`src/hdl/meas_pkg.sv`:
```
// Constants and types for the high-voltage measurement switch control.
// Assumes one clock domain and plain control ports from the register logic.
// Function
// - After reset measurement off, switch open
// - Switch closes only in Normal mode
// - Fail-Safe keeps enable, opens switch
// - Pull currents off while measuring
// - Gate pin signals, clear wake sources
// - Ignore pull/wake settings, accept writes
// - Wake enable writes accepted, not acted
// - Sleep with only pin wakes fails
// - Pin configuration writes flag error
// - Enable refused unless pin is Off
// - Fail output and pin functions unavailable
// - Normal signalling when measurement off
// - Fail-Safe enables sense wake when off
// - Measurement usable only in Normal mode
`default_nettype none
package meas_pkg;
  typedef enum logic [2:0] {
    MODE_INIT, MODE_NORMAL, MODE_STOP, MODE_SLEEP, MODE_RESTART, MODE_FAILSAFE
  } op_mode_t;
  localparam logic [2:0] PIN_CFG_OFF = 3'h0;
  localparam int         PIN_CFG_W   = 3;
  localparam int         MODE_W      = 3;
endpackage
`default_nettype wire

```
`src/hdl/meas_gate.sv`:
```
// Gating of pin sense signals and pull enables by the measurement state.
// Assumes inputs synchronous to sys_clk.
`default_nettype none
module meas_gate (
  input  wire logic sys_clk,
  input  wire logic rst,
  input  wire logic ce,
  input  wire logic meas_on,
  input  wire logic sense_raw,
  input  wire logic pin_raw,
  input  wire logic pull_req_sense,
  input  wire logic pull_req_pin,
  output logic      sense_gated_ff,
  output logic      pin_gated_ff,
  output logic      pull_sense_ff,
  output logic      pull_pin_ff
);
  always_ff @(posedge sys_clk) begin
    if (rst) begin
      sense_gated_ff <= 1'b0;
      pin_gated_ff   <= 1'b0;
    end else if (ce) begin
      sense_gated_ff <= sense_raw & ~meas_on;
      pin_gated_ff   <= pin_raw & ~meas_on;
    end
  end

  always_ff @(posedge sys_clk) begin
    if (rst) begin
      pull_sense_ff <= 1'b0;
      pull_pin_ff   <= 1'b0;
    end else if (ce) begin
      pull_sense_ff <= pull_req_sense & ~meas_on;
      pull_pin_ff   <= pull_req_pin & ~meas_on;
    end
  end
endmodule
`default_nettype wire

```
`src/hdl/hv_measurement_switch_ctrl.sv`:
```
// Measurement enable, switch control, wake gating and SPI error flagging.
// Assumes mode and write strobes come from the device state machine and SPI.
`default_nettype none
module hv_measurement_switch_ctrl (
  input  wire logic                          sys_clk,
  input  wire logic                          rst,
  input  wire logic                          ce,
  input  wire logic [meas_pkg::MODE_W-1:0]   op_mode,
  input  wire logic                          meas_wr,
  input  wire logic                          meas_wdata,
  input  wire logic                          pin_cfg_wr,
  input  wire logic [meas_pkg::PIN_CFG_W-1:0] pin_cfg_wdata,
  input  wire logic                          sense_wake_enable,
  input  wire logic                          pin_wake_cfg,
  input  wire logic                          other_wake_src,
  input  wire logic                          sleep_cmd,
  input  wire logic                          fail_output_req,
  input  wire logic                          fail_output_test,
  input  wire logic                          pin_func_req,
  input  wire logic                          sense_raw,
  input  wire logic                          pin_raw,
  input  wire logic                          pull_req_sense,
  input  wire logic                          pull_req_pin,
  output logic                               measure_enable_ff,
  output logic                               measure_switch_ff,
  output logic [meas_pkg::PIN_CFG_W-1:0]     pin_cfg_ff,
  output logic                               spi_err_ff,
  output logic                               restart_req_ff,
  output logic                               sleep_go_ff,
  output logic                               sense_wake_act_ff,
  output logic                               pin_wake_act_ff,
  output logic                               fail_output_ff,
  output logic                               pin_func_ff,
  output logic                               sense_gated_ff,
  output logic                               pin_gated_ff,
  output logic                               pull_sense_ff,
  output logic                               pull_pin_ff
);
  logic is_normal;
  logic is_failsafe;
  logic pin_off;
  logic set_refused;
  logic only_pin_wakes;
  logic nxt_err;
  logic sleep_refused;
  logic cfg_blocked;

  // Widths must hold every mode code and the Off code
  if (meas_pkg::MODE_W < $bits(meas_pkg::op_mode_t) ||
      meas_pkg::PIN_CFG_W < $bits(meas_pkg::PIN_CFG_OFF)) begin : g_width_check
    $error("mode or pin config width too narrow");
  end

  // Request survives only while measurement is off
  function automatic logic when_off(input logic req, input logic meas);
    when_off = req & ~meas;
  endfunction

  assign is_normal      = (op_mode == meas_pkg::MODE_NORMAL);
  assign is_failsafe    = (op_mode == meas_pkg::MODE_FAILSAFE);
  assign pin_off        = (pin_cfg_ff == meas_pkg::PIN_CFG_OFF);
  assign set_refused    = meas_wr & meas_wdata & ~measure_enable_ff & ~pin_off;
  assign only_pin_wakes = (sense_wake_enable | pin_wake_cfg) & ~other_wake_src;
  assign sleep_refused  = sleep_cmd & measure_enable_ff & only_pin_wakes;
  assign cfg_blocked    = pin_cfg_wr & measure_enable_ff;

  // Measurement enable bit
  always_ff @(posedge sys_clk) begin
    if (rst) begin
      measure_enable_ff <= 1'b0;
    end else if (ce && meas_wr) begin
      if (!meas_wdata) begin
        measure_enable_ff <= 1'b0;
      end else if (pin_off) begin
        measure_enable_ff <= 1'b1;
      end
    end
  end

  // Pin configuration, locked while measuring
  always_ff @(posedge sys_clk) begin
    if (rst) begin
      pin_cfg_ff <= meas_pkg::PIN_CFG_OFF;
    end else if (ce && pin_cfg_wr && !measure_enable_ff) begin
      pin_cfg_ff <= pin_cfg_wdata;
    end
  end

  // Switch follows mode, kept enable in other modes
  always_ff @(posedge sys_clk) begin
    if (rst) begin
      measure_switch_ff <= 1'b0;
    end else if (ce) begin
      measure_switch_ff <= measure_enable_ff & is_normal;
    end
  end

  // Error flag, sticky until reset
  assign nxt_err = spi_err_ff | set_refused | cfg_blocked | sleep_refused;
  always_ff @(posedge sys_clk) begin
    if (rst) begin
      spi_err_ff <= 1'b0;
    end else if (ce) begin
      spi_err_ff <= nxt_err;
    end
  end

  // Sleep command outcome
  always_ff @(posedge sys_clk) begin
    if (rst) begin
      restart_req_ff <= 1'b0;
      sleep_go_ff    <= 1'b0;
    end else if (ce) begin
      restart_req_ff <= sleep_refused;
      sleep_go_ff    <= sleep_cmd & ~sleep_refused;
    end
  end

  // Wake sources, ignored while measuring
  always_ff @(posedge sys_clk) begin
    if (rst) begin
      sense_wake_act_ff <= 1'b0;
      pin_wake_act_ff   <= 1'b0;
    end else if (ce) begin
      sense_wake_act_ff <= when_off(sense_wake_enable | is_failsafe, measure_enable_ff);
      pin_wake_act_ff   <= when_off(pin_wake_cfg, measure_enable_ff);
    end
  end

  // Fail output and pin functions, withdrawn while measuring
  always_ff @(posedge sys_clk) begin
    if (rst) begin
      fail_output_ff <= 1'b0;
      pin_func_ff    <= 1'b0;
    end else if (ce) begin
      fail_output_ff <= when_off(fail_output_req | fail_output_test, measure_enable_ff);
      pin_func_ff    <= when_off(pin_func_req, measure_enable_ff);
    end
  end

  meas_gate u_gate (
    .sys_clk        (sys_clk),
    .rst            (rst),
    .ce             (ce),
    .meas_on        (measure_enable_ff),
    .sense_raw      (sense_raw),
    .pin_raw        (pin_raw),
    .pull_req_sense (pull_req_sense),
    .pull_req_pin   (pull_req_pin),
    .sense_gated_ff (sense_gated_ff),
    .pin_gated_ff   (pin_gated_ff),
    .pull_sense_ff  (pull_sense_ff),
    .pull_pin_ff    (pull_pin_ff)
  );
endmodule
`default_nettype wire

```
`config.mk`:
```
export PLATFORM = sky130hd
export DESIGN_NAME = hv_measurement_switch_ctrl
export DESIGN_NICKNAME = d
export VERILOG_FILES = /design/src/hdl/meas_pkg.sv /design/src/hdl/meas_gate.sv /design/src/hdl/hv_measurement_switch_ctrl.sv
export SDC_FILE = /design/constraint.sdc
export NUM_CORES = 1
export LEC_CHECK = 0
export BUFFER_PORTS_ARGS = -buffer_cell sky130_fd_sc_hd__buf_2
export CELL_PAD_IN_SITES_DETAIL_PLACEMENT = 0
export CELL_PAD_IN_SITES_GLOBAL_PLACEMENT = 1
export CORE_MARGIN = 5
export CORE_UTILIZATION = 23
export CTS_CLUSTER_SIZE = 10
export DETAILED_ROUTE_END_ITERATION = 8
export PLACE_DENSITY_LB_ADDON = 0.1
export RECOVER_POWER = 100
export SLEW_MARGIN = 15
export SYNTH_ARGS = -nofsm -noshare
export SYNTH_HDL_FRONTEND = slang
export SYNTH_SLANG_ARGS = --single-unit
```
`constraint.sdc`:
```
create_clock -name sys_clk -period 2.62 [get_ports sys_clk]
set_clock_uncertainty 0.05 [all_clocks]
set_input_delay 0.393 -clock sys_clk [delete_from_list [all_inputs] [get_ports sys_clk]]
set_output_delay 0.393 -clock sys_clk [all_outputs]
set_load 0.1 [all_outputs]
```
==> Yosys cells after proc, flatten, opt, wreduce, memory -nomap -nowiden <==
Cells that the tools add are included.
{ "word_totals": {"register_bits": 16, "output_inout_bits": 16, "word_cells": 52} }
{ "op_classes": {"n_eq_ne": 3, "muxes": 2, "bitwise": 27, "reduce_logical": 6} }
{ "ops": {"columns": ["cell", "count"], "rows": [
  ["1-bit AND", 17],
  ["1-bit OR", 6],
  ["1-bit NOT", 4],
  ["3-bit by 1-bit == test with 1-bit output (second input constant)", 1],
  ["3-bit == test (second input constant)", 1],
  ["1-bit logical AND", 3],
  ["3-bit logical NOT", 1],
  ["1-bit two-way mux", 2],
  ["2-bit by 1-bit != test with 1-bit output (second input constant)", 1],
  ["2-bit AND reduction", 1],
  ["1-bit logical NOT", 1]
]} }

==> Depth between registers and ports, before layout <==
Gate-level depths: netlist of the first run.
{ "logic_depth": {"word_depth": 6, "depth_mapped": 4} }

==> By module <==
A second synthesis of the first run with hierarchy kept.
{ "hier_totals": {"hier_cells": 78, "area_unflattened_um2": 675.6} }
{ "modules_own_cells": {"columns": ["mod", "instances", "cells_per_inst", "area_per_inst_um2", "seq_area_each_um2"], "rows": [
  ["hv_measurement_switch_ctrl", 1, 62, 520.5, 240.2],
  ["meas_gate", 1, 16, 155.1, 80.1]
]} }

==> Least setup slack after synthesis of the first run <==
Ideal clock, no wire load.
{ "synth_path": {"path_type": "register to register", "from": "reg measure_enable_ff", "to": "reg pin_func_ff", "setup_ps": 119, "t_arrival_ps": 1644, "required_ps": 2451, "slack_ps": 807, "stages_incl_launch_ff": 5, "path_buffers": 1, "cell_sequence": "dfxtp_1 -> and2b_2 -> buf_4 -> a22oi_1 -> nor2_1"} }
{ "synth_via": {"elab_chain_cells": 2} }
{ "synth_lines": {"columns": ["item", "line", "rtl"], "rows": [
  ["from (decl)", "hv_measurement_switch_ctrl.sv:24", "output logic measure_enable_ff,"],
  ["from (signal assigned)", "hv_measurement_switch_ctrl.sv:70", "measure_enable_ff <= 1'b0;"],
  ["from (signal assigned)", "hv_measurement_switch_ctrl.sv:73", "measure_enable_ff <= 1'b0;"],
  ["from (signal assigned)", "hv_measurement_switch_ctrl.sv:75", "measure_enable_ff <= 1'b1;"],
  ["1-bit NOT", "hv_measurement_switch_ctrl.sv:56", "when_off = req & ~meas;"],
  ["1-bit AND", "hv_measurement_switch_ctrl.sv:56", null],
  ["to (signal assigned)", "hv_measurement_switch_ctrl.sv:137", "pin_func_ff <= when_off(pin_func_req, measure_enable_ff);"],
  ["to (decl)", "hv_measurement_switch_ctrl.sv:33", "output logic pin_func_ff,"]
]} }
Every way passes these cells.
A chain may end at the register's enable or synchronous reset.

==> Worst setup path in the final report of the first run <==
{ "layout_path": {"from": "reg measure_enable_ff", "to": "out measure_enable_ff"} }
No word-level cell between the ends.

==> results.md, run 1 <==
- I/O Buffers: 38
- Status: completed
- Total Routing Usage GR: around a tenth
- Yosys reg bits: 16
- EDFF count, synth: 0
- Critical path fanouts, max: 6
- CTS buffer count: 3
- DR WL/cell: roughly 13 microns
- Worst Hold Depth: 3
- Nets: around 130
- Post-Syn Area per Cell: 8.74 sq um
- Largest net degree at the start of global routing: 17
- Layout cells sized above 1: around a quarter
- CTS max path bufs: 2
- Peak supply drop: ~0.23 mV
- H-tree Lvls: 1
- WP data required: 2.18 ns
- Synth top area share: around half
- Hold Vio Cnt, Final: 0
- Met1 Use GR: approximately 13%
- CP Depth: 1
- Synth Warn #: 0
- FFs w/ async S/R, synth: 0%
- Grt ovf: 0
- Post-CTS setup buffer count: 0
- Antenna violations before repair: 0
- Slew @ Worst Pin: 1.19 ns
- Hold/Removal Path Class: in2reg
- Max-slew headroom: a little over a fifth
- # IOs: 39
- Most frequent cells in the layout: buf_2, clkbuf_1, dfxtp_1, nor2_1
- CP Launch Type: flop
- Hold path start: pin_func_req
- Syn Inst Count: 72
- Design Area, Final: about 850 sq um
- M2 GR Usage: 14.9%
- Flop2flop setup slack: ~1.3 ns
- P_leak: between 0.3 and 0.4 nW
- Hold-fix buffers, CTS: 0
- Worst Setup SP: measure_enable_ff
- Max-capacitance violation count: 0
- Vias in the first global route: roughly 700
- Crit path kind: reg2out
- DPL Wire Length: 1.33 mm
- Arrival time worst endpoint: about 1.6 ns
- Most common cell after layout, fill and taps aside: buf_2
- First-pass GRT wire length: about 3.1 mm
- Ratio of final minimum period to clock period: between 70 and 80%
- Placed cells: ~140
- GR peak layer: met2
- DR pass1 iterations: 4
- Area of the core: 2690 sq um
- Synth Net Count: 95
- # setup viols final: 0
- Slew Viols, Final: 0
- Max stage delay cell, worst path: clkbuf_1
- Die X: roughly 62 microns
- Detail Route Antenna Nets: 0
- Number of vias in the routed layout: around 640
- CTS Sinks: 16
- Worst reg-to-reg path cell count: 4
- CP cell instances: clkbuf_1
- Antenna Cells: 0
- Total Wirelength: about 1.8 mm
- CP bufs+invs: 1
- Area grow syn2layout: 35.2%
- Die ar.: just under 4000 sq um
- Worst setup EP type: output port
- RD Place Congestion: 0.694
- Pwr dens: 690 nW/um^2
- Area leader, netlist: dfxtp_1
- Origin of the critical flop-to-flop path: measure_enable_ff
- Total negative setup slack: 0 ns
- Fin cells: approximately 140
- Crit path largest cell delay: 0.88 ns
- Main synth FF type: dfxtp_1
- CTS tree: yes
- Crit-path leading delay family: buffers and inverters
- Clock slew at reported path FFs: roughly 0.10 ns
- # fillers: around 320
- Number of placement rows: 19
- Crit path to: measure_enable_ff
- Placed Area: approximately 840 sq um
- DRC errors left: 0
- Sequential fraction of the synthesis area: between 50 and 60%
- Synthesized area: around 630 sq um
- Starting density of the core: 23.4%
- Die height: 62.3 microns
- Root Driver: clkbuf_4
- Initial drt markers: 13
- Worst-skew pair later-pin latency: 0.28 ns
- Unrepaired setup endpoints after global routing: false
- Top post-synthesis cells by area: dfxtp_1, a22oi_1, nor2_1
- Post-route minimum period: between 2 and 2.5 ns
- Post-CTS resize count: 0
- Via/cell ratio: approximately 4.5
- Final core utilization: roughly a third
- Pwr Total: 0.000587 W
- Routing usage on met3: approximately 2.9%
- RR Endpoint: pin_cfg_ff[2]
- Yosys cell types: 23
- FMAX: 492 MHz
registers in the layout (all words and copies together), names as in the netlist:
register,cells
u_gate.pin_gated_ff,1
restart_req_ff,1
measure_switch_ff,1
pin_cfg_ff,3
spi_err_ff,1
fail_output_ff,1
u_gate.sense_gated_ff,1
u_gate.pull_sense_ff,1
sense_wake_act_ff,1
sleep_go_ff,1
u_gate.pull_pin_ff,1
pin_wake_act_ff,1
pin_func_ff,1
measure_enable_ff,1
worst min-delay path by stage:
stage	to	slack [ns]
6_report	pin_func_ff	0.28
5_1_grt	u_gate.pull_pin_ff	0.28
3_5_place_dp	pin_cfg_ff[0]	0.41
4_1_cts	pin_func_ff	0.28
3_3_place_gp	sense_wake_act_ff	0.40
2_1_floorplan	pin_func_ff	0.49
worst min-delay path, delay by kind of cell:
family          cells  cell delay, ns
compound gates      1            0.05
buf+inv             1            0.07
simple gates        1            0.07
synthesized netlist by cell type, drive strengths merged, types with 2 or more instances:
master / number
nand3: 3
nand2: 8
a21oi: 8
a22oi: 6
dfxtp: 16
buf: 3
inv: 2
nor2: 12
metal layers:
| layer | vias up | share of wire, % |
|---|---|---|
| met3 | 2 | 6.4 |
| met2 | 21 | 42 |
| met5 | - | 0 |
| met4 | 0 | 1.1 |
| li1 | 331 | - |
| met1 | 287 | 51 |
stage by stage:
stage | hold WS (ns) | worst slack (ns)
floorplan | 0.487 | 0.807
global placement | 0.404 | 1.31
finish | 0.282 | 0.588
global route | 0.275 | 0.498
detailed placement | 0.407 | 1.30
CTS | 0.278 | 0.988
where the power goes:
group	internal [W]	total, W	switching (W)
Clock	0.0000844	0.000164	0.0000795
Combinational	0.0000318	0.000159	0.000128
Sequential	0.000256	0.000264	0.00000769
Total	0.000372	0.000587	0.000215
final cells by class:
type,instances,area (sq um),area share (%)
Inverter,2,7.51,0.882
Multi-Input combinational cell,50,279,32.8
Sequential cell,16,320,37.6
Tap cell,31,38.8,4.56
Clock buffer,4,36.3,4.26
Timing Repair Buffer,38,169,19.9
cell families after synthesis:
| group | synth area share (%) |
|---|---|
| multiplexers | 1.59 |
| buffers and inverters | 4.57 |
| AO/OA/AOI/OAI | 18.7 |
| flip-flops | 50.9 |
| AND/OR/NAND/NOR | 24.3 |
(Power assumes the default switching activity.)
==> run 2, diff against run 1 <==
==> constraint.sdc (replaced) <==
create_clock -name sys_clk -period 1.6 [get_ports sys_clk]
set_clock_uncertainty 0.05 [all_clocks]
set_input_delay 0.24 -clock sys_clk [delete_from_list [all_inputs] [get_ports sys_clk]]
set_output_delay 0.24 -clock sys_clk [all_outputs]
set_load 0.1 [all_outputs]
==> run 2 against run 1 <==
Against the previous run: design area grew 2.5%; sequential power grew 64%; flip-flop and latch count is the same; wire length shrank 0.50%; combinational power grew 67%; setup slack lost 0.44 ns; via count shrank 1.6%; first-iteration DRC count grew 100%; final cell count is the same; largest cell class unchanged.
==> results.md, run 2 (synthesized netlist as in run 1, its figures left out) <==
- Status: completed
- Largest net degree at the start of global routing: 17 (unchanged)
- Via/cell ratio: 4.48 (-1.6%)
- RD Place Congestion: 0.615 (-11%)
- Post-CTS setup buffer count: 0 (unchanged)
- # setup viols final: 0 (unchanged)
- Arrival time worst endpoint: 1.16 ns (-0.43 ns)
- CP cell instances: clkbuf_2
- Worst Setup SP: measure_enable_ff
- Slew @ Worst Pin: 0.547 ns (-0.643 ns)
- P_leak: 0.419 nW (+15%)
- Clock slew at reported path FFs: 0.10 ns (about the same)
- WP data required: 1.31 ns (-0.87 ns)
- Max-capacitance violation count: 0 (unchanged)
- Hold Vio Cnt, Final: 0 (unchanged)
- Total Wirelength: 1.77 mm (-0.50%)
- Unrepaired setup endpoints after global routing: false
- Starting density of the core: 23.4% (unchanged)
- Root Driver: clkbuf_4
- Vias in the first global route: 659 (-5.5%)
- Post-route minimum period: approximately 1.5 ns
- Placed cells: 137 (unchanged)
- CP bufs+invs: 1 (unchanged)
- Critical path fanouts, max: 6 (unchanged)
- CTS Sinks: 16 (unchanged)
- DPL Wire Length: 1.34 mm (+0.86%)
- Most common cell after layout, fill and taps aside: buf_2
- Most flops, register: pin_cfg_ff
- DR WL/cell: 12.6 microns (-0.50%)
- Most frequent cells in the layout: buf_2, clkbuf_2, dfxtp_1, nor2_1
- Max stage delay cell, worst path: clkbuf_2
- H-tree Lvls: 1 (unchanged)
- Hold-fix buffers, CTS: 0 (unchanged)
- Origin of the critical flop-to-flop path: measure_enable_ff
- Antenna violations before repair: 0 (unchanged)
- First-pass GRT wire length: 2.99 mm (-4.4%)
- Nets: 134 (unchanged)
- Max-slew headroom: 63.7% (+43 points)
- Area of the core: 2690 sq um (unchanged)
- Pwr Total: 0.000970 W (+65%)
- Pre-CTS setup slack: 0.395 ns (-0.901 ns)
- Hold path start: pull_req_pin
- Initial drt markers: 26 (+13)
- FMAX: between 600 and 700 MHz
- Detail Route Antenna Nets: 0 (unchanged)
- CTS max path bufs: 2 (unchanged)
- Worst setup EP type: output port
- CTS buffer count: 3 (unchanged)
- DR pass1 iterations: 3 (-1)
- Grt ovf: 0 (unchanged)
- Peak supply drop: 0.697 mV (+210%)
- # fillers: 318 (+0.32%)
- Worst Hold Depth: 3 (unchanged)
- Die X: 62.3 microns (unchanged)
- CP Launch Type: flop
- Slew Viols, Final: 0 (unchanged)
- Crit path kind: reg2out
- Fin cells: 141 (unchanged)
- Die height: 62.3 microns (unchanged)
- Pwr dens: 1110 nW/um^2 (+61%)
- CTS tree: yes
- Post-CTS resize count: 0 (unchanged)
- DRC errors left: 0 (unchanged)
- I/O Buffers: 38 (unchanged)
- CP Depth: 1 (unchanged)
- Crit path largest cell delay: 0.47 ns (-0.41 ns)
- Area grow syn2layout: 38.6%
- Total Routing Usage GR: 9.64% (-0.19 points)
- Number of placement rows: 19 (unchanged)
- Hold/Removal Path Class: in2reg
- Worst-skew pair later-pin latency: 0.29 ns (about the same)
- Antenna Cells: 0 (unchanged)
- Die ar.: 3880 sq um (unchanged)
- Ratio of final minimum period to clock period: between 90% and 100%
- Number of vias in the routed layout: 631 (-1.6%)
- Final worst slack: 0.149 ns (-0.439 ns)
- Crit-path leading delay family: buffers and inverters
- Layout cells sized above 1: 39.1% (+15 points)
- Hold_ws: 0.132 ns (-0.151 ns)
- Max reg flops: 3 (unchanged)
- # IOs: 39 (unchanged)
- Total negative setup slack: 0 ns (unchanged)
- Worst reg-to-reg path cell count: 4 (unchanged)
[run 2: stage by stage]
stage / utilization (%) / cell area, sq um
after floorplan: - / 632
after global placement: 31.3 / 840
after detailed placement: 31.3 / 840
after CTS: 32.6 / 876
after global routing: 32.5 / 872
final: 32.5 / 872
[run 2: area by class of cell]
cell class / count / area, sq um / share of cell area, %
repair buffers: 38 / 189 / 21.7
clock buffers: 4 / 36.3 / 4.16
well taps: 31 / 38.8 / 4.45
flip-flops and latches: 16 / 322 / 36.9
multi-input cells: 50 / 279 / 32.0
inverters: 2 / 7.51 / 0.861
[run 2: worst paths after layout]
path	to	slack [ns]
worst min-delay path	u_gate.pull_pin_ff	0.13
worst max register to register	pin_cfg_ff[1]	0.30
worst min register to register	pin_cfg_ff[2]	0.43
worst max-delay path	measure_enable_ff	0.15
[run 2: per-layer routing]
layer	track usage (%)	vias to the layer above	part of all wire, %
met2	15.8	20	46
met1	11.1	280	47
li1	-	329	-
met4	3.18	0	0.96
met5	0	-	0
met3	4.32	2	6.1
[run 2: power by group]
| part | total (W) | switching, W | internal (W) |
|---|---|---|---|
| logic | 0.000265 | 0.000208 | 0.0000571 |
| clock network | 0.000272 | 0.000134 | 0.000138 |
| registers | 0.000433 | 0.0000135 | 0.000420 |
==> run 3, diff against run 2 <==
--- a/config.mk
+++ b/config.mk
@@ -13,7 +13,7 @@
 export CTS_CLUSTER_SIZE = 10
 export DETAILED_ROUTE_END_ITERATION = 8
 export PLACE_DENSITY_LB_ADDON = 0.1
-export RECOVER_POWER = 100
+export RECOVER_POWER = 25
 export SLEW_MARGIN = 15
 export SYNTH_ARGS = -nofsm -noshare
 export SYNTH_HDL_FRONTEND = slang
==> run 3 against run 2 <==
Against the previous run: power shrank 0.16%; sequential power is essentially flat; hold slack gained 0.0022 ns; design area is the same; count of clock-buffer cells in the layout is the same; clock power is essentially flat; fmax grew 3.2%; setup slack gained 0.046 ns; largest cell class unchanged.
==> results.md, run 3 (synthesized netlist as in run 1, its figures left out) <==
- Worst Setup SP: measure_enable_ff
- Die height: 62.3 microns (unchanged)
- Initial drt markers: 25 (-3.8%)
- Unrepaired setup endpoints after global routing: false
- Worst-skew pair later-pin latency: 0.29 ns (about the same)
- H-tree Lvls: 1 (unchanged)
- CP Depth: 1 (unchanged)
- Slew Viols, Final: 0 (unchanged)
- Crit path largest cell delay: 0.44 ns (-0.03 ns)
- Placed cells: 137 (unchanged)
- Worst reg-to-reg path cell count: 4 (unchanged)
- Status: completed
- NetSw: 0.000353 W (-0.63%)
- Origin of the critical flop-to-flop path: measure_enable_ff
- Design Area, Final: 872 sq um (unchanged)
- Placed Area: 840 sq um (unchanged)
- # setup viols final: 0 (unchanged)
- Ratio of final minimum period to clock period: 87.8% (-2.9 points)
- Largest net degree at the start of global routing: 17 (unchanged)
- Final core utilization: 32.5% (unchanged)
- Post-route minimum period: 1.41 ns (-0.0457 ns)
- Detail Route Antenna Nets: 0 (unchanged)
- Hold/Removal Path Class: in2reg
- Max-slew headroom: 67.6% (+3.9 points)
- Max-capacitance violation count: 0 (unchanged)
- Antenna Cells: 0 (unchanged)
- Crit path to: measure_enable_ff
- Sw Share: 36.4% (-0.17 points)
- Layout cells sized above 1: 39.1% (unchanged)
- FMAX: 712 MHz (+3.2%)
- Hold_ws: 0.134 ns (+0.00225 ns)
- DRC errors left: 0 (unchanged)
- I/O Buffers: 38 (unchanged)
- CTS buffer count: 3 (unchanged)
- Int Power: 0.000616 W (+0.12%)
- Hold-fix buffers, CTS: 0 (unchanged)
- CP bufs+invs: 1 (unchanged)
- Worst setup EP type: output port
- DPL Wire Length: 1.34 mm (unchanged)
- Logic gate share of total power: 27.4% (about the same)
- # IOs: 39 (unchanged)
- Number of vias in the routed layout: 637 (+0.95%)
- Slew @ Worst Pin: 0.489 ns (-0.0576 ns)
- Post-CTS resize count: 0 (unchanged)
- CP Launch Type: flop
- WP data required: 1.31 ns (about the same)
- Most flops, register: pin_cfg_ff
- Die ar.: 3880 sq um (unchanged)
- Total Wirelength: 1.77 mm (unchanged)
- P_leak: 0.430 nW (+2.7%)
- Flop2flop setup slack: 0.30 ns (about the same)
- Peak supply drop: 0.694 mV (-0.46%)
- CTS max path bufs: 2 (unchanged)
- DR WL/cell: 12.6 microns (unchanged)
- CTS tree: yes
- Area grow syn2layout: 38.6% (unchanged)
- Grt ovf: 0 (unchanged)
- Root Driver: clkbuf_4
- Most common cell after layout, fill and taps aside: buf_2
- Sequential Power Share: 44.6% (about the same)
- Most frequent cells in the layout: buf_2, dfxtp_1, nor2_1, nand2_1, a21oi_1
- Starting density of the core: 23.4% (unchanged)
- Antenna violations before repair: 0 (unchanged)
- Max stage delay cell, worst path: buf_2
- Clock Power Share: 28.0% (about the same)
- Area of the core: 2690 sq um (unchanged)
- Pwr dens: 1110 nW/um^2 (-0.16%)
- Hold Vio Cnt, Final: 0 (unchanged)
- Fin cells: 141 (unchanged)
- Crit-path leading delay family: buffers and inverters
- Post-CTS setup buffer count: 0 (unchanged)
- DR pass1 iterations: 4 (+1)
- Clock slew at reported path FFs: 0.10 ns (about the same)
- CP cell instances: buf_2
- Total Routing Usage GR: 9.64% (unchanged)
- Arrival time worst endpoint: 1.12 ns (-0.04 ns)
- Die X: 62.3 microns (unchanged)
- Total negative setup slack: 0 ns (unchanged)
- Crit path kind: reg2out
- Critical path fanouts, max: 6 (unchanged)
- RR Endpoint: pin_cfg_ff[1]
- Vias in the first global route: 659 (unchanged)
- Via/cell ratio: 4.52 (+0.95%)
- Nets: 134 (unchanged)
- First-pass GRT wire length: 2.99 mm (unchanged)
- RD Place Congestion: 0.615 (unchanged)
- Max reg flops: 3 (unchanged)
- CTS Sinks: 16 (unchanged)
- Number of placement rows: 19 (unchanged)
run 3: cell count changes in the layout (fill, tap and decap cells not counted), sizes merged:
cell | previous run | this run
clkbuf | 21 | 5
buf | 21 | 37
run 3: worst min-delay path by stage:
stage	end	startpoint	cells past startpoint
CTS	u_gate.pull_sense_ff	pull_req_sense	3
floorplan	pin_cfg_ff[2]	pin_cfg_wdata[2]	2
detailed placement	pin_cfg_ff[2]	pin_cfg_ff[2]	2
global placement	pin_cfg_ff[2]	pin_cfg_ff[2]	2
finish	u_gate.pull_pin_ff	pull_req_pin	3
global route	u_gate.pull_sense_ff	pull_req_sense	3
run 3: through the flow:
step	power (W)	setup WS [ns]
floorplan	0.000649	0.00426
global placement	0.000711	0.429
detailed placement	0.000712	0.395
CTS	0.000992	0.175
global route	0.00102	0.137
finish	0.000969	0.195
run 3: power by group through the flow:
stage               Sequential, W  Combinational (W)  Clock (W)
floorplan                0.000592          0.0000575          0
global placement         0.000441           0.000269          0
detailed placement       0.000442           0.000270          0
CTS                      0.000433           0.000271   0.000288
global route             0.000436           0.000283   0.000305
finish                   0.000432           0.000266   0.000271
run 3: cell type report:
cell class,instances,area [sq um]
clock buffers,4,36.3
fillers,318,1810
inverters,2,7.51
multi-input cells,50,279
flip-flops and latches,16,322
well taps,31,38.8
repair buffers,38,189
run 3: routing by layer:
layer	vias up	global-route usage, %	share of wire (%)
li1	328	-	-
met1	289	11.1	45
met2	18	15.8	48
met3	2	4.32	5.5
met4	0	3.18	0.96
met5	-	0	0
